--- config.mk ---
export PLATFORM = sky130hd
export DESIGN_NAME = timer16_output_compare
export DESIGN_NICKNAME = d
export VERILOG_FILES = /design/src/ocmp_pkg.sv /design/src/timer16_output_compare.sv
export SDC_FILE = /design/constraint.sdc
export NUM_CORES = 1
export LEC_CHECK = 0
export ABC_CLOCK_PERIOD_IN_PS = 6870
export BUFFER_PORTS_ARGS = -buffer_cell sky130_fd_sc_hd__clkbuf_2
export CORE_MARGIN = 2
export CORE_UTILIZATION = 55
export DETAILED_ROUTE_END_ITERATION = 8
export GPL_TIMING_DRIVEN = 0
export PLACE_DENSITY = 0.77
export SKIP_LAST_GASP = 1
export SLEW_MARGIN = 30
export SYNTH_ARGS = -nofsm -noshare
export SYNTH_HDL_FRONTEND = slang
export SYNTH_SLANG_ARGS = --single-unit
export TNS_END_PERCENT = 20
--- constraint.sdc ---
create_clock -name clock_i -period 6.87 [get_ports clock_i]
set_input_delay 1.374 -clock clock_i [delete_from_list [all_inputs] [get_ports clock_i]]
set_output_delay 1.374 -clock clock_i [all_outputs]
set_load 0.03 [all_outputs]
--- src/ocmp_pkg.sv ---
// How it works
// both channels compare the full 16-bit count with their compare value continuously
// a match sets the channel match flag one timer tick later
// flag with its enable set raises an interrupt; servicing it clears the flag
// writing one to a flag bit clears it; zero leaves it alone
// channel A compare value can serve as counter top, fixing period
// compare value double buffered in the twelve pwm modes, direct otherwise
// buffered value moves to the active compare only at top or bottom
// cpu compare access hits the buffer when buffered, the active register otherwise
// only cpu writes change compare; high byte reads return the register itself
// high byte write loads the shared latch; low write commits all 16 bits
// software writes the high byte before the low byte
// force strobe in non-pwm modes acts on the output only, no flag
// any count write blocks compare matches in the next timer tick
// writing count equal to variable top loses the top match
// compare output bit keeps its value across waveform mode changes
// action bits are not buffered; they act from the next match
// reset clears the compare output bits to zero
// nonzero action routes the compare output to the pin; direction stays external
// software sets pin direction to output, ideally after setting output state
// action zero leaves the compare output unchanged on a match
// action bits have no influence on input capture
// counter supplies top and bottom indications every timer tick
// mode zero counts up only and never clears
// modes four and twelve clear on match with channel A or capture
package ocmp_pkg;
    localparam int CW = 16;
    localparam int NCH = 2;
    // register byte offsets
    localparam logic [7:0] ADDR_CTRL = 8'h00;
    localparam logic [7:0] ADDR_IRQ_EN = 8'h04;
    localparam logic [7:0] ADDR_FLAGS = 8'h08;
    localparam logic [7:0] ADDR_FORCE = 8'h0C;
    localparam logic [7:0] ADDR_CNT_LO = 8'h10;
    localparam logic [7:0] ADDR_CNT_HI = 8'h14;
    localparam logic [7:0] ADDR_CMPA_LO = 8'h18;
    localparam logic [7:0] ADDR_CMPA_HI = 8'h1C;
    localparam logic [7:0] ADDR_CMPB_LO = 8'h20;
    localparam logic [7:0] ADDR_CMPB_HI = 8'h24;
    localparam logic [7:0] ADDR_STATUS = 8'h28;
    localparam logic [7:0] CMP_STRIDE = 8'h08;
    // fixed counts
    localparam logic [15:0] CNT_ZERO = 16'h0000;
    localparam logic [15:0] CNT_ONE = 16'h0001;
    localparam logic [15:0] TOP_MAX = 16'hFFFF;
    localparam logic [15:0] TOP_8BIT = 16'h00FF;
    localparam logic [15:0] TOP_9BIT = 16'h01FF;
    localparam logic [15:0] TOP_10BIT = 16'h03FF;
    localparam logic [31:0] RDATA_ZERO = 32'h0000_0000;

    // waveform mode encodings
    typedef enum logic [3:0] {
        MODE_NORMAL = 4'b0000, MODE_PC8 = 4'b0001, MODE_PC9 = 4'b0010,
        MODE_PC10 = 4'b0011, MODE_CTC_A = 4'b0100, MODE_FAST8 = 4'b0101,
        MODE_FAST9 = 4'b0110, MODE_FAST10 = 4'b0111, MODE_PFC_CAP = 4'b1000,
        MODE_PFC_A = 4'b1001, MODE_PC_CAP = 4'b1010, MODE_PC_A = 4'b1011,
        MODE_CTC_CAP = 4'b1100, MODE_RSVD = 4'b1101, MODE_FAST_CAP = 4'b1110,
        MODE_FAST_A = 4'b1111
    } wave_mode_type;

    // compare output action encodings
    localparam logic [1:0] ACT_NONE = 2'h0;
    localparam logic [1:0] ACT_TOGGLE = 2'h1;
    localparam logic [1:0] ACT_CLEAR = 2'h2;
    localparam logic [1:0] ACT_SET = 2'h3;

    // control register layout, high bits first
    typedef struct packed {
        logic [1:0] action_b;
        logic [1:0] action_a;
        wave_mode_type waveform_mode_sel;
    } ctrl_type;
    localparam int CTRL_W = 8;
    localparam logic [7:0] CTRL_RESET = 8'h00;
endpackage

--- src/timer16_output_compare.sv ---
// The APB slave port and the register addresses were decided locally.
`timescale 1ns/1ps
module timer16_output_compare (
    // clock, reset, enable
    input wire logic clock_i,
    input wire logic nrst_i,
    input wire logic ce_i,
    // apb slave
    input wire logic psel_i,
    input wire logic penable_i,
    input wire logic pwrite_i,
    input wire logic [7:0] paddr_i,
    input wire logic [31:0] pwdata_i,
    output logic [31:0] prdata_o,
    output logic pready_o,
    output logic pslverr_o,
    // timer tick and capture value
    input wire logic timer_tick_i,
    input wire logic [15:0] capture_value_i,
    // interrupt request and service
    output logic [1:0] irq_o,
    input wire logic [1:0] irq_ack_i,
    // port override
    input wire logic [1:0] port_data_i,
    input wire logic [1:0] output_pin_direction_i,
    output logic [1:0] pin_o,
    output logic [1:0] pin_oe_o,
    // counter indications
    output logic top_o,
    output logic bottom_o
);
    ocmp_pkg::ctrl_type ctrl_q;
    logic [1:0] irq_en_q;
    logic [1:0] compare_match_flag_q;
    logic [1:0] compare_output_bit_q;
    logic [15:0] timer_count_q;
    logic [7:0] temp_q;
    logic [15:0] cmp_buf_q [ocmp_pkg::NCH];
    logic [15:0] cmp_act_q [ocmp_pkg::NCH];
    logic [1:0] pend_q;
    logic [1:0] pend_dn_q;
    logic block_q;
    logic down_q;
    logic [31:0] prdata_q;
    logic pslverr_q;

    logic setup_rd, acc_wr, tick;
    logic [1:0] actions [ocmp_pkg::NCH];
    logic [15:0] top_val;
    logic is_pwm, is_dual, upd_at_top, var_top;
    logic at_top, at_bottom;
    logic [1:0] match_now;
    logic [1:0] force_req;
    logic wr_cnt_lo, wr_cnt_hi, wr_flags;
    logic [1:0] wr_cmp_lo, wr_cmp_hi;
    logic [31:0] rd_data;
    logic rd_err;

    assign tick = ce_i & timer_tick_i;
    assign setup_rd = ce_i & psel_i & ~penable_i & ~pwrite_i;
    assign acc_wr = ce_i & psel_i & penable_i & pwrite_i;
    assign actions[0] = ctrl_q.action_a;
    assign actions[1] = ctrl_q.action_b;

    // mode decode: top source, pwm class, buffer update point
    always_comb begin
        top_val = ocmp_pkg::TOP_MAX;
        is_pwm = 1'b1;
        is_dual = 1'b0;
        upd_at_top = 1'b0;
        var_top = 1'b0;
        case (ctrl_q.waveform_mode_sel)
            ocmp_pkg::MODE_NORMAL: begin
                is_pwm = 1'b0;
            end
            ocmp_pkg::MODE_CTC_A: begin
                is_pwm = 1'b0;
                top_val = cmp_act_q[0];
            end
            ocmp_pkg::MODE_CTC_CAP: begin
                is_pwm = 1'b0;
                top_val = capture_value_i;
            end
            ocmp_pkg::MODE_RSVD: begin
                is_pwm = 1'b0;
            end
            ocmp_pkg::MODE_PC8, ocmp_pkg::MODE_FAST8: begin
                top_val = ocmp_pkg::TOP_8BIT;
            end
            ocmp_pkg::MODE_PC9, ocmp_pkg::MODE_FAST9: begin
                top_val = ocmp_pkg::TOP_9BIT;
            end
            ocmp_pkg::MODE_PC10, ocmp_pkg::MODE_FAST10: begin
                top_val = ocmp_pkg::TOP_10BIT;
            end
            ocmp_pkg::MODE_PFC_CAP, ocmp_pkg::MODE_PC_CAP, ocmp_pkg::MODE_FAST_CAP: begin
                top_val = capture_value_i;
                var_top = 1'b1;
            end
            default: begin
                top_val = cmp_act_q[0];
                var_top = 1'b1;
            end
        endcase
        case (ctrl_q.waveform_mode_sel)
            ocmp_pkg::MODE_PC8, ocmp_pkg::MODE_PC9, ocmp_pkg::MODE_PC10,
            ocmp_pkg::MODE_PC_CAP, ocmp_pkg::MODE_PC_A: begin
                is_dual = 1'b1;
                upd_at_top = 1'b1;
            end
            ocmp_pkg::MODE_PFC_CAP, ocmp_pkg::MODE_PFC_A: begin
                is_dual = 1'b1;
            end
            default: begin
                is_dual = 1'b0;
            end
        endcase
    end

    // extreme values; a blocked match also hides a variable top
    always_comb begin
        at_bottom = (timer_count_q == ocmp_pkg::CNT_ZERO);
        at_top = (timer_count_q == top_val) & ~(block_q & var_top);
        for (int i = 0; i < ocmp_pkg::NCH; i++) begin
            match_now[i] = (timer_count_q == cmp_act_q[i]) & ~block_q;
        end
    end

    assign top_o = at_top;
    assign bottom_o = at_bottom;

    // write decode
    always_comb begin
        wr_cnt_lo = 1'b0;
        wr_cnt_hi = 1'b0;
        wr_flags = 1'b0;
        wr_cmp_lo = 2'b00;
        wr_cmp_hi = 2'b00;
        force_req = 2'b00;
        if (acc_wr && paddr_i == ocmp_pkg::ADDR_CNT_LO) begin
            wr_cnt_lo = 1'b1;
        end else if (acc_wr && paddr_i == ocmp_pkg::ADDR_CNT_HI) begin
            wr_cnt_hi = 1'b1;
        end else if (acc_wr && paddr_i == ocmp_pkg::ADDR_FLAGS) begin
            wr_flags = 1'b1;
        end else if (acc_wr && paddr_i == ocmp_pkg::ADDR_FORCE) begin
            force_req = pwdata_i[1:0] & {2{~is_pwm}};
        end else if (acc_wr && paddr_i == ocmp_pkg::ADDR_CMPA_LO) begin
            wr_cmp_lo[0] = 1'b1;
        end else if (acc_wr && paddr_i == ocmp_pkg::ADDR_CMPA_HI) begin
            wr_cmp_hi[0] = 1'b1;
        end else if (acc_wr && paddr_i == ocmp_pkg::ADDR_CMPB_LO) begin
            wr_cmp_lo[1] = 1'b1;
        end else if (acc_wr && paddr_i == ocmp_pkg::ADDR_CMPB_HI) begin
            wr_cmp_hi[1] = 1'b1;
        end
    end

    // read decode; compare high reads bypass the shared latch
    always_comb begin
        rd_data = ocmp_pkg::RDATA_ZERO;
        rd_err = 1'b0;
        if (paddr_i == ocmp_pkg::ADDR_CTRL) begin
            rd_data[ocmp_pkg::CTRL_W-1:0] = ctrl_q;
        end else if (paddr_i == ocmp_pkg::ADDR_IRQ_EN) begin
            rd_data[1:0] = irq_en_q;
        end else if (paddr_i == ocmp_pkg::ADDR_FLAGS) begin
            rd_data[1:0] = compare_match_flag_q;
        end else if (paddr_i == ocmp_pkg::ADDR_FORCE) begin
            rd_data[1:0] = 2'b00; // strobes read as zero
        end else if (paddr_i == ocmp_pkg::ADDR_CNT_LO) begin
            rd_data[7:0] = timer_count_q[7:0];
        end else if (paddr_i == ocmp_pkg::ADDR_CNT_HI) begin
            rd_data[7:0] = temp_q;
        end else if (paddr_i == ocmp_pkg::ADDR_CMPA_LO) begin
            rd_data[7:0] = cmp_buf_q[0][7:0];
        end else if (paddr_i == ocmp_pkg::ADDR_CMPA_HI) begin
            rd_data[7:0] = cmp_buf_q[0][15:8];
        end else if (paddr_i == ocmp_pkg::ADDR_CMPB_LO) begin
            rd_data[7:0] = cmp_buf_q[1][7:0];
        end else if (paddr_i == ocmp_pkg::ADDR_CMPB_HI) begin
            rd_data[7:0] = cmp_buf_q[1][15:8];
        end else if (paddr_i == ocmp_pkg::ADDR_STATUS) begin
            rd_data[1:0] = compare_output_bit_q;
        end else begin
            rd_err = 1'b1;
        end
    end

    // read data is captured in the setup cycle so the answer has no wait state
    always_ff @(posedge clock_i or negedge nrst_i) begin
        if (!nrst_i) begin
            prdata_q <= ocmp_pkg::RDATA_ZERO;
            pslverr_q <= 1'b0;
        end else if (ce_i && psel_i && !penable_i) begin
            prdata_q <= pwrite_i ? ocmp_pkg::RDATA_ZERO : rd_data;
            pslverr_q <= rd_err;
        end
    end

    assign prdata_o = prdata_q;
    assign pready_o = 1'b1;
    assign pslverr_o = pslverr_q & psel_i & penable_i;

    // control and enable registers; action bits act directly, unbuffered
    always_ff @(posedge clock_i or negedge nrst_i) begin
        if (!nrst_i) begin
            ctrl_q <= ocmp_pkg::CTRL_RESET;
            irq_en_q <= 2'b00;
        end else if (acc_wr && paddr_i == ocmp_pkg::ADDR_CTRL) begin
            ctrl_q <= pwdata_i[ocmp_pkg::CTRL_W-1:0];
        end else if (acc_wr && paddr_i == ocmp_pkg::ADDR_IRQ_EN) begin
            irq_en_q <= pwdata_i[1:0];
        end
    end

    // shared high-byte latch for count and compare writes, count-low reads
    always_ff @(posedge clock_i or negedge nrst_i) begin
        if (!nrst_i) begin
            temp_q <= 8'h00;
        end else if (wr_cnt_hi || (|wr_cmp_hi)) begin
            temp_q <= pwdata_i[7:0];
        end else if (setup_rd && paddr_i == ocmp_pkg::ADDR_CNT_LO) begin
            temp_q <= timer_count_q[15:8];
        end
    end

    // compare registers: cpu write only, buffered in pwm modes
    always_ff @(posedge clock_i or negedge nrst_i) begin
        if (!nrst_i) begin
            for (int i = 0; i < ocmp_pkg::NCH; i++) begin
                cmp_buf_q[i] <= ocmp_pkg::CNT_ZERO;
                cmp_act_q[i] <= ocmp_pkg::CNT_ZERO;
            end
        end else begin
            for (int i = 0; i < ocmp_pkg::NCH; i++) begin
                if (wr_cmp_lo[i]) begin
                    cmp_buf_q[i] <= {temp_q, pwdata_i[7:0]};
                    if (!is_pwm) begin
                        cmp_act_q[i] <= {temp_q, pwdata_i[7:0]};
                    end
                end else if (tick && is_pwm && (upd_at_top ? at_top : at_bottom)) begin
                    cmp_act_q[i] <= cmp_buf_q[i];
                end
            end
        end
    end

    // counter; a cpu write wins over clear and count
    always_ff @(posedge clock_i or negedge nrst_i) begin
        if (!nrst_i) begin
            timer_count_q <= ocmp_pkg::CNT_ZERO;
            down_q <= 1'b0;
        end else if (wr_cnt_lo) begin
            timer_count_q <= {temp_q, pwdata_i[7:0]};
        end else if (tick) begin
            if (!is_dual) begin
                down_q <= 1'b0;
                if (ctrl_q.waveform_mode_sel != ocmp_pkg::MODE_NORMAL && at_top) begin
                    timer_count_q <= ocmp_pkg::CNT_ZERO;
                end else begin
                    timer_count_q <= timer_count_q + ocmp_pkg::CNT_ONE;
                end
            end else if (!down_q && at_top) begin
                down_q <= 1'b1;
                timer_count_q <= timer_count_q - ocmp_pkg::CNT_ONE;
            end else if (down_q && at_bottom) begin
                down_q <= 1'b0;
                timer_count_q <= timer_count_q + ocmp_pkg::CNT_ONE;
            end else if (down_q) begin
                timer_count_q <= timer_count_q - ocmp_pkg::CNT_ONE;
            end else begin
                timer_count_q <= timer_count_q + ocmp_pkg::CNT_ONE;
            end
        end
    end

    // match blocking: set by any count write, spent by the next tick
    always_ff @(posedge clock_i or negedge nrst_i) begin
        if (!nrst_i) begin
            block_q <= 1'b0;
        end else if (wr_cnt_lo) begin
            block_q <= 1'b1;
        end else if (tick) begin
            block_q <= 1'b0;
        end
    end

    // matches are held one tick before they reach flags and outputs
    always_ff @(posedge clock_i or negedge nrst_i) begin
        if (!nrst_i) begin
            pend_q <= 2'b00;
            pend_dn_q <= 2'b00;
        end else if (tick) begin
            pend_q <= match_now;
            pend_dn_q <= {2{down_q}};
        end
    end

    // flags: hardware set wins over software and service clears
    always_ff @(posedge clock_i or negedge nrst_i) begin
        if (!nrst_i) begin
            compare_match_flag_q <= 2'b00;
        end else begin
            for (int i = 0; i < ocmp_pkg::NCH; i++) begin
                if (tick && pend_q[i]) begin
                    compare_match_flag_q[i] <= 1'b1;
                end else if (irq_ack_i[i] && ce_i) begin
                    compare_match_flag_q[i] <= 1'b0;
                end else if (wr_flags && pwdata_i[i]) begin
                    compare_match_flag_q[i] <= 1'b0;
                end
            end
        end
    end

    assign irq_o = compare_match_flag_q & irq_en_q;

    // waveform output; mode changes leave the bit alone
    always_ff @(posedge clock_i or negedge nrst_i) begin
        if (!nrst_i) begin
            compare_output_bit_q <= 2'b00;
        end else begin
            for (int i = 0; i < ocmp_pkg::NCH; i++) begin
                if (force_req[i] || (tick && pend_q[i] && !is_pwm)) begin
                    // non-pwm: toggle, clear or set on match or force
                    case (actions[i])
                        ocmp_pkg::ACT_TOGGLE: compare_output_bit_q[i] <= ~compare_output_bit_q[i];
                        ocmp_pkg::ACT_CLEAR: compare_output_bit_q[i] <= 1'b0;
                        ocmp_pkg::ACT_SET: compare_output_bit_q[i] <= 1'b1;
                        default: compare_output_bit_q[i] <= compare_output_bit_q[i];
                    endcase
                end else if (tick && pend_q[i]) begin
                    // pwm match: clear or set, flipped on the down slope; channel A toggles when top is variable
                    if (actions[i] == ocmp_pkg::ACT_CLEAR) begin
                        compare_output_bit_q[i] <= pend_dn_q[i];
                    end else if (actions[i] == ocmp_pkg::ACT_SET) begin
                        compare_output_bit_q[i] <= ~pend_dn_q[i];
                    end else if (actions[i] == ocmp_pkg::ACT_TOGGLE && i == 0 && var_top) begin
                        compare_output_bit_q[i] <= ~compare_output_bit_q[i];
                    end
                end else if (tick && is_pwm && !is_dual && at_bottom) begin
                    // fast pwm restores the idle level at bottom
                    if (actions[i] == ocmp_pkg::ACT_CLEAR) begin
                        compare_output_bit_q[i] <= 1'b1;
                    end else if (actions[i] == ocmp_pkg::ACT_SET) begin
                        compare_output_bit_q[i] <= 1'b0;
                    end
                end
            end
        end
    end

    // pin override; direction always from the port, capture path untouched
    always_ff @(posedge clock_i or negedge nrst_i) begin
        if (!nrst_i) begin
            pin_o <= 2'b00;
            pin_oe_o <= 2'b00;
        end else if (ce_i) begin
            for (int i = 0; i < ocmp_pkg::NCH; i++) begin
                pin_o[i] <= (actions[i] != ocmp_pkg::ACT_NONE) ?
                    compare_output_bit_q[i] : port_data_i[i];
            end
            pin_oe_o <= output_pin_direction_i;
        end
    end
endmodule

==> results.txt, run 1 <==
The flow ran to the end, and the final reports show no timing, DRC or antenna violations. The initial antenna violation count came out at 0. The post-cts resize count came out at 0. The path class of the tightest hold or removal check is reg -> reg. The count of endpoints failing setup in the final report is 0.

The number of antenna diodes in the final layout is 0. The number of cells produced by synthesis is 872. Counting flops with an async set or reset pin after synthesis yields a share of 1.00. Across all register-to-register paths, the minimum setup slack is 2.19 ns. The number of buffers added on ports came out at about 60. OpenSTA, run right after detailed placement, puts the worst setup slack at between 2 and 2.5 ns. The congestion estimate from routability-driven global placement came to ~0.98. The post-placement cell count is 1,141.

Across every metal layer, demand over resource in global routing totals 0.346. The net switching power came out at 0.820 mW. Summing every instance area after synthesis gives approximately 8000 um^2. The part of the power in combinational logic is 0.262. The critical path data required time is 5.50 ns. The distinct cell type count after synthesis came out at 74. The category of the worst setup path launch point is a register. The final critical path time including I/O delays and setup came out at 5.28 ns. The synthesized area divided by synthesized cell count came out at slightly above 9 um^2. The max-capacitance violation count came out at 0. Setup repair after global routing left no endpoint under its margin.

For the worst setup path, the data arrival time is between 3 and 4 ns. In this run the clock root is driven by a sky130_fd_sc_hd__clkbuf_16. TritonCTS built the clock tree. The total congestion overflow after global routing is 0. The internal power is approximately 1.4 mW. STA classifies the critical path endpoint as a primary output.

The tightest slew margin relative to the limit came out at 0.424. The number of core rows came out at 44. The post-detailed-placement cell area is 8670 um^2. The filler cell count in the final layout came out at 1,225.

Static timing analysis puts the maximum clock frequency at ~0.19 GHz. The CTS buffer count came out at 17. For this run, design rule violations remaining after detail routing come to 0. The maximum number of pins on one net before global-route repair came out at 71. The first-pass iteration count of the detailed router came out at 8. In this run the worst path has a maximum fanout of 10.

The startpoint identified for the worst hold timing path is prdata_o[2]. The max-slew violation count was 0. The footprint of the flip-flops and latches came out at 3000 um^2. 111 I/O pins were placed. The H-tree depth reported by CTS came out at 4. The total number of clock tree sinks is 120. The clock-pin slew on the worst setup and hold paths came out at 0.06 ns. By instance count, the leading cell after synthesis is sky130_fd_sc_hd__dfrtp_1.

The buffer count from post-CTS setup fixing is 0. The number of cells on the worst hold path is 1. The utilization after layout came out at 0.644.

After detailed routing, the number of vias per cell comes to 6.60. By startpoint and endpoint, the worst setup path is classified as reg -> out. The core area came out at 14,400 um^2. The worst-margin pin slew is 0.863 ns. In the final timing run, aggregate negative setup slack is 0 ns. In this run the critical register-to-register path is launched from ctrl_q[3]. The number of global-route vias before repair was 7,328. The post-detailed-route wirelength per cell came out at 23.1 um.

Hold repair after CTS inserted 0 buffers. The post-layout instance count excluding filler cells is approximately 1.2k. The worst clock skew on the final layout is 0.0151 ns.

The layout net count is 1,048. The switching portion of total power is 0.362. For this block, the initial DRC count from the detailed router was 1,058.

The multi-input combinational cells in the finished layout cover a total of 4580 um^2. The relative area change from synthesis to final layout is 15.4%. Of the total power, registers draw 0.349. In this run the critical register-to-register path is captured at timer_count_q[9]. By area the synthesized netlist is led by sky130_fd_sc_hd__dfrtp_1, sky130_fd_sc_hd__mux2_2, sky130_fd_sc_hd__nand2_1, sky130_fd_sc_hd__o21ai_0, sky130_fd_sc_hd__mux2_1. The worst-case reg-to-reg path depth is 12.

The final worst hold slack is 0.482 ns. Counting flops and latches in the post-synthesis netlist gives 120. Measured along the x axis, the die boundary spans 125 um.

The capture endpoint of the worst hold path is prdata_o[2]. The maximum number of buffers from clock root to sink is 2. The post-route antenna net violation count came out at 0. The initial utilization of the core area, before any placement, comes to 0.558.

Of the synthesized area, sequential elements account for 0.375. The global-route wire length before repair is around 41 mm. The routed design has 27.1 mm of wire. With fillers left out, the area of the finished cells amounts to between 9000 and 10,000 um^2.

Once detailed placement completed, the half-perimeter wirelength came to 19.2 mm. The most used flip-flop cell after synthesis is sky130_fd_sc_hd__dfrtp_1. The maximum vdd ir drop is between 0.00015 and 0.0002 V. Dividing total power by cell area gives a power density of 245 nW/um^2. Yosys printed 0 warnings.

The full die area is 15,600 um^2. The via total after detailed routing came out at 7,746. The layout cell share with drive strength beyond 1 is 0.215. The portion of total power attributed to the clock network came out at 0.390. The number of hold violations in the final report is 0.

The leakage power is 4.21 nW. The final total power came out at 2.27 mW. The ratio of final minimum period to clock period came out at 0.769. By count the netlist is led by sky130_fd_sc_hd__dfrtp_1, sky130_fd_sc_hd__nand2_1, sky130_fd_sc_hd__mux2_2. Summed over all instances, the cell type with the most area after synthesis is sky130_fd_sc_hd__dfrtp_1. The area fraction of the dominant cell type after synthesis came out at 0.375.

The clock network latency to the later pin of the worst-skew pair came out at 0.44 ns. The count of flip-flops with a built-in enable after synthesis is 0. The height of the die came out at about 120 um. The worst path meets setup with 1.59 ns of slack.
==> cell usage in the layout (no fill, tap or decap), drive strengths merged, types with 5 or more instances in the layout <==
cell type,count
a31oi,8
inv,23
a221oi,8
a211oi,8
a21oi,37
and2,9
or3,11
or2,5
xnor2,19
mux2i,18
clkinvlp,6
nand3,28
dfrtp,120
o21a,5
a222oi,9
nor4,14
clkbuf,117
nand4,13
a22oi,6
nor3,29
nor3b,6
nor2,55
conb,25
and3,8
o22ai,5
nand2,80
nand2b,18
o211ai,6
or4b,5
buf,42
o21ai,55
a21o,10
mux2,86
o31ai,15
xor2,25
o311a,5
==> per-layer routing <==
| metal | routed length [um] | vias to the layer above | GRT usage |
|---|---|---|---|
| li1 | - | 3373 | - |
| met4 | 1170 | 0 | 0.156 |
| met3 | 3090 | 114 | 0.0838 |
| met1 | 10600 | 3758 | 0.459 |
| met2 | 12200 | 501 | 0.538 |
| met5 | 0 | - | 0 |
==> flip-flops by register name (all words and copies together) (netlist names) <==
| register | flops |
|---|---|
| pslverr_q | 1 |
| pend_q | 2 |
| compare_match_flag_q | 2 |
| irq_en_q | 2 |
| pin_o | 2 |
| pend_dn_q | 1 |
| ctrl_q | 4 |
| temp_q | 8 |
| timer_count_q | 16 |
| block_q | 1 |
| actions | 4 |
| pin_oe_o | 2 |
| compare_output_bit_q | 2 |
| cmp_buf_q | 32 |
| cmp_act_q | 32 |
| down_q | 1 |
| prdata_o | 8 |
==> power by group through the flow <==
| stage | clock network (mW) | logic (mW) | registers (mW) |
|---|---|---|---|
| 6_report | 0.883 | 0.593 | 0.790 |
| 5_1_grt | 0.914 | 0.627 | 0.791 |
| 4_1_cts | 0.879 | 0.573 | 0.785 |
| 3_5_place_dp | 0 | 0.568 | 0.798 |
| 3_3_place_gp | 0 | 0.564 | 0.797 |
| 2_1_floorplan | 0 | 0.380 | 0.782 |
==> worst max-delay path by stage <==
stage          slack [ns]  cells after the start                start     to
6_report             1.59                     10            ctrl_q[3]  top_o
5_1_grt              1.40                     10            ctrl_q[3]  top_o
4_1_cts              1.74                     10            ctrl_q[3]  top_o
3_5_place_dp         2.12                      9  capture_value_i[13]  top_o
3_3_place_gp         2.11                      9  capture_value_i[13]  top_o
2_1_floorplan        2.50                      7   capture_value_i[1]  top_o
==> kinds of logic (layout without fill, tap and decap cells) <==
| group | Yosys count | after routing | share of synthesized area |
|---|---|---|---|
| other | 2 | 25 | 0.000937 |
| buffers and inverters | 98 | 192 | 0.0639 |
| AO/OA/AOI/OAI | 205 | 205 | 0.173 |
| adder cells (fa/ha/maj) | 3 | 3 | 0.00469 |
| multiplexers | 104 | 104 | 0.143 |
| flip-flops | 120 | 120 | 0.375 |
| AND/OR/NAND/NOR | 296 | 296 | 0.191 |
| XOR/XNOR | 44 | 44 | 0.0481 |
==> worst max-delay path: stages (launching register included) <==
cell	delay [ns]
sky130_fd_sc_hd__dfrtp_1	0.53
sky130_fd_sc_hd__buf_2	0.29
sky130_fd_sc_hd__clkbuf_1	0.36
sky130_fd_sc_hd__clkbuf_1	0.51
sky130_fd_sc_hd__o21ai_0	0.23
sky130_fd_sc_hd__o21ai_0	0.38
sky130_fd_sc_hd__xor2_1	0.20
sky130_fd_sc_hd__nor4_4	0.38
sky130_fd_sc_hd__nand2_2	0.13
sky130_fd_sc_hd__inv_1	0.20
sky130_fd_sc_hd__clkbuf_2	0.24
==> final cells by class <==
type,count,share of cell area
inverters,19,0.00771
clock inverters,14,0.0150
flip-flops and latches,120,0.325
well taps,184,0.0249
repair buffers,62,0.0369
clock buffers,18,0.0475
plain buffers,79,0.0476
multi-input cells,677,0.496
Power figures use the tool's default switching activity.
==> run 2: changes to the inputs <==
- ABC_AREA: unset -> 1
- ABC_CLOCK_PERIOD_IN_PS: 6870 -> 5100
- clock period: 6.87 -> 5.1 ns (I/O delays scaled with it)
==> run 2 against run 1 <==
  * Final cell count rose by 27%
  * Area after synthesis grew 2.0%
  * Routed wire length rose by 5.9%
  * Core utilization rose by 0.91 points
  * Sequential cell count did not move
  * Die area increased by 2.0%
  * Total power is 47% higher
  * Combinational power rose by 55%
  * Clock power up 54%
  * Non-clock buffer count shrank 12
  * Clock skew down 0.0075 ns
  * Worst hold slack worse by 0.0038 ns
  * Critical endpoint unchanged
==> results.txt, run 2 <==
The core area is 14,500 um^2 (+1.1%). The half-perimeter wire length of the detailed placement result is 21.4 mm (+11%). The part of the power in combinational logic is 0.275 (+0.013).

The largest registers in the layout are cmp_act_q (32), cmp_buf_q (32), timer_count_q (16). The switching portion of total power came out at 0.351 (-0.0109). The worst register-to-register path begins at timer_count_q[0]. The sequential cell area fraction in the yosys report is 0.367 (-0.00746). The critical path goes through nor2_1, nand2_1, nand2_2, buf_4, a21oi_1, nand2_1, nand2_1, nand2_1, nor2_1, nand2_1, nor2_4, nand2_2, inv_1, clkbuf_2.

By area the synthesized netlist is led by sky130_fd_sc_hd__dfrtp_1, sky130_fd_sc_hd__nand2_1, sky130_fd_sc_hd__nand3_1, sky130_fd_sc_hd__inv_1, sky130_fd_sc_hd__o21ai_0. Sorting the synthesized cells by how often they occur yields sky130_fd_sc_hd__nand2_1, sky130_fd_sc_hd__inv_1, sky130_fd_sc_hd__dfrtp_1. The relative area change from synthesis to final layout came out at 16.1%. The buffer count from post-CTS setup fixing is 0 (unchanged). The post-synth design cell area came out at 8180 um^2 (+2.0%). The height of the die came out at 126 um (+0.98%). The CTS buffer count came out at 17 (unchanged). The worst-margin pin slew came to 0.915 ns (+0.0511 ns). The maximum net fanout on the critical path is 10 (unchanged). The portion of total power attributed to the clock network came out at 0.409 (+0.019). The first-pass iteration count of the detailed router came out at 8 (unchanged). The worst clock skew on the final layout came out at 0.00768 ns (-0.00746 ns).

The tightest slew margin relative to the limit is 0.388 (-0.0363). The total number of clock tree sinks came out at 120 (unchanged). The most frequently used flop master after synthesis is sky130_fd_sc_hd__dfrtp_1. The maximum number of pins on one net before global-route repair came out at 72 (+1.4%). The post-cts resize count is 0 (unchanged).

The DRC marker count from the first detailed-route iteration is 1,252 (+18%). The final worst hold slack was 0.478 ns (-0.00383 ns). The total track usage came out at 0.367 (+0.0207). The initial antenna violation count is 0 (unchanged). The post-detailed-route wirelength per cell came out at 19.2 um (-17%). The area fraction of the dominant cell type after synthesis was 0.367 (-0.00746). The final critical path time including I/O delays and setup is between 4 and 5 ns. The most repeated library cell on the critical path is sky130_fd_sc_hd__nand2_1. The clock-pin slew on the worst setup and hold paths came out at 0.06 ns (about the same).

The net switching power is 1.17 mW (+43%). The capture instance of the worst register-to-register path is timer_count_q[1]. The largest area contributor in the synthesized netlist is sky130_fd_sc_hd__dfrtp_1.

The number of cells on the worst hold path is 1 (unchanged). The maximum operating frequency is 0.247 GHz. The internal power was 2.17 mW (+50%). The number of hold buffers added after cts came out at 0 (unchanged). The run finished with clean final reports. The number of hold violations in the final report came out at 0 (unchanged). Setup repair after global routing left no endpoint under its margin.

The number of buffers added on ports was 60 (-1.6%). The ratio of final minimum period to clock period is 0.795. The horizontal extent of the die came out at 126 um (+0.98%). The number of vias per cell came to 5.79 (-12%). In the layout the commonest cells are sky130_fd_sc_hd__nand2_1, sky130_fd_sc_hd__inv_1, sky130_fd_sc_hd__dfrtp_1.

STA classifies the critical path endpoint as a primary output. The areal power density over the cells is 352 nW/um^2 (+44%). The initial core utilization is 0.563 (+0.00485). The layout cell share with drive strength beyond 1 came out at 0.130 (-0.0854). The start-to-end type of the worst setup path is reg -> out.

The synthesized area divided by synthesized cell count came out at 6.86 um^2 (-25%). The count of endpoints failing setup in the final report was 0 (unchanged). The number of placed I/O pins came out at 111 (unchanged). The filler cell count in the final layout is 1,357 (+11%). The fraction of power consumed by sequential logic came out at 0.316 (-0.033).

The worst setup path is launched from a register. The clock network latency to the later pin of the worst-skew pair is 0.43 ns (about the same). The worst stage delay on the critical path came out at 0.49 ns (-0.04 ns). The full die area is 15,900 um^2 (+2.0%). The worst-case reg-to-reg path depth came out at 16 (+4).

The tree is rooted in a sky130_fd_sc_hd__clkbuf_16. By instance count, the leading cell after synthesis is sky130_fd_sc_hd__nand2_1. The post-layout instance count excluding filler cells is 1,493 (+27%).

The path with the worst hold slack has its endpoint at prdata_o[7]. The global-route wire length before repair is 44.2 mm (+7.0%). The critical path data required time was 4.08 ns (-1.42 ns).

The leakage power is 4.88 nW (+16%). The share of async-settable or async-resettable flops after synthesis came out at 1.00 (unchanged). The via total after detailed routing was 8,651 (+12%). The number of cells produced by synthesis came out at 1,192 (+37%). The commonest non-fill, non-tap cell in the layout is sky130_fd_sc_hd__nand2_1.

The count of warnings emitted by yosys came out at 0 (unchanged). The maximum number of buffers from clock root to sink is 2 (unchanged). The routed wire length is 28.7 mm (+5.9%). The total congestion overflow after global routing is 0 (unchanged).

The H-tree depth reported by CTS came out at 4 (unchanged). The utilization after layout is 0.653 (+0.00913). The max-slew violation count came to 0 (unchanged). The setup slack of the worst register-to-register path is 1.60 ns (-0.59 ns). The number of core rows is 44 (unchanged).

TritonCTS built the clock tree. The count of flip-flops with a built-in enable after synthesis came out at 0 (unchanged). The global placement routability congestion is 0.994 (+0.95%). The sum of negative setup slack was 0 ns (unchanged). The layout net count came out at 1,367 (+30%). The distinct cell type count after synthesis came out at 49 (-34%).

The slowest stage of the critical path is the sky130_fd_sc_hd__dfrtp_1 cell. The final design instance area without fill came to 9490 um^2 (+2.6%). The maximum vdd ir drop came out at 0.000279 V (+59%). The max-capacitance violation count is 0 (unchanged). The post-route antenna net violation count came to 0 (unchanged).

The worst path arrival time came to 3.03 ns (-0.88 ns). The number of global-route vias before repair came out at 7,905 (+7.9%). The start point of the worst min-delay path is prdata_o[7]. The post-placement cell count came out at 1,460 (+28%). The min-delay analysis places its worst path in the category reg -> reg. The post-route DRC violation count came to 0 (unchanged).

The post-detailed-placement cell area is 8830 um^2 (+1.8%). The register bit total from synthesis is 120 (unchanged).
==> run 2: cell count changes after synthesis, sizes merged, moves of 55 or more <==
cell | before | now
nand2 | 80 | 355
inv | 18 | 138
mux2 | 86 | 0
nand3 | 28 | 109
o21ai | 55 | 113
nor2 | 55 | 110
==> run 2: worst max path at each step <==
stage,startpoint,to,slack (ns)
floorplan,capture_value_i[2],top_o,2.01
global placement,ce_i,timer_count_q[11],1.08
detailed placement,paddr_i[7],timer_count_q[11],1.01
CTS,ctrl_q[1],top_o,1.15
global route,ctrl_q[1],top_o,0.94
finish,ctrl_q[1],top_o,1.05
==> run 2: metal layers <==
metal / GRT usage / part of all wire / vias up
met1: 0.511 / 0.41 / 4021
met5: 0 / 0 / -
met2: 0.547 / 0.43 / 517
met3: 0.0930 / 0.12 / 79
met4: 0.151 / 0.037 / 0
li1: - / - / 4034
==> run 2: logic make-up (layout without fill, tap and decap cells) <==
kind of cell | after synthesis | count (layout) | share of synthesized area
DFF | 120 | 120 | 0.367
AOI/OAI and AO/OA | 211 | 211 | 0.147
and+or+nand+nor | 610 | 610 | 0.324
xor gates and xnor gates | 36 | 36 | 0.0386
buffers and inverters | 210 | 303 | 0.117
adders and majority gates | 3 | 3 | 0.00459
other | 2 | 26 | 0.000919
==> run 2: cell type report <==
cell class	instances	area [um^2]	share of cell area
clock inverter	14	218	0.0229
inverter	142	536	0.0564
buffer	68	420	0.0443
timing repair buffer	61	337	0.0355
multi-input combinational	885	4300	0.454
clock buffer	18	439	0.0463
antenna	1	2.50	0.000264
tap	184	230	0.0243
sequential	120	3000	0.316
==> run 2: worst max-delay path, delay by kind of cell, from the launching register on <==
family	cells	cell delay (ns)
AOI/OAI and AO/OA	1	0.26
and+or+nand+nor	10	1.11
DFF	1	0.49
buffers and inverters	3	0.74
==> run 2: stage by stage <==
stage               setup slack (ns)  power, mW
finish                          1.05       3.34
global route                   0.942       3.46
floorplan                       2.01       1.68
global placement                1.08       1.94
CTS                             1.15       3.30
detailed placement              1.01       1.96
==> run 2: power groups by stage <==
| stage | combinational (mW) | sequential [mW] | clock (mW) |
|---|---|---|---|
| floorplan | 0.622 | 1.06 | 0 |
| global placement | 0.875 | 1.07 | 0 |
| detailed placement | 0.889 | 1.07 | 0 |
| CTS | 0.892 | 1.05 | 1.36 |
| global route | 1.01 | 1.06 | 1.40 |
| finish | 0.918 | 1.05 | 1.36 |
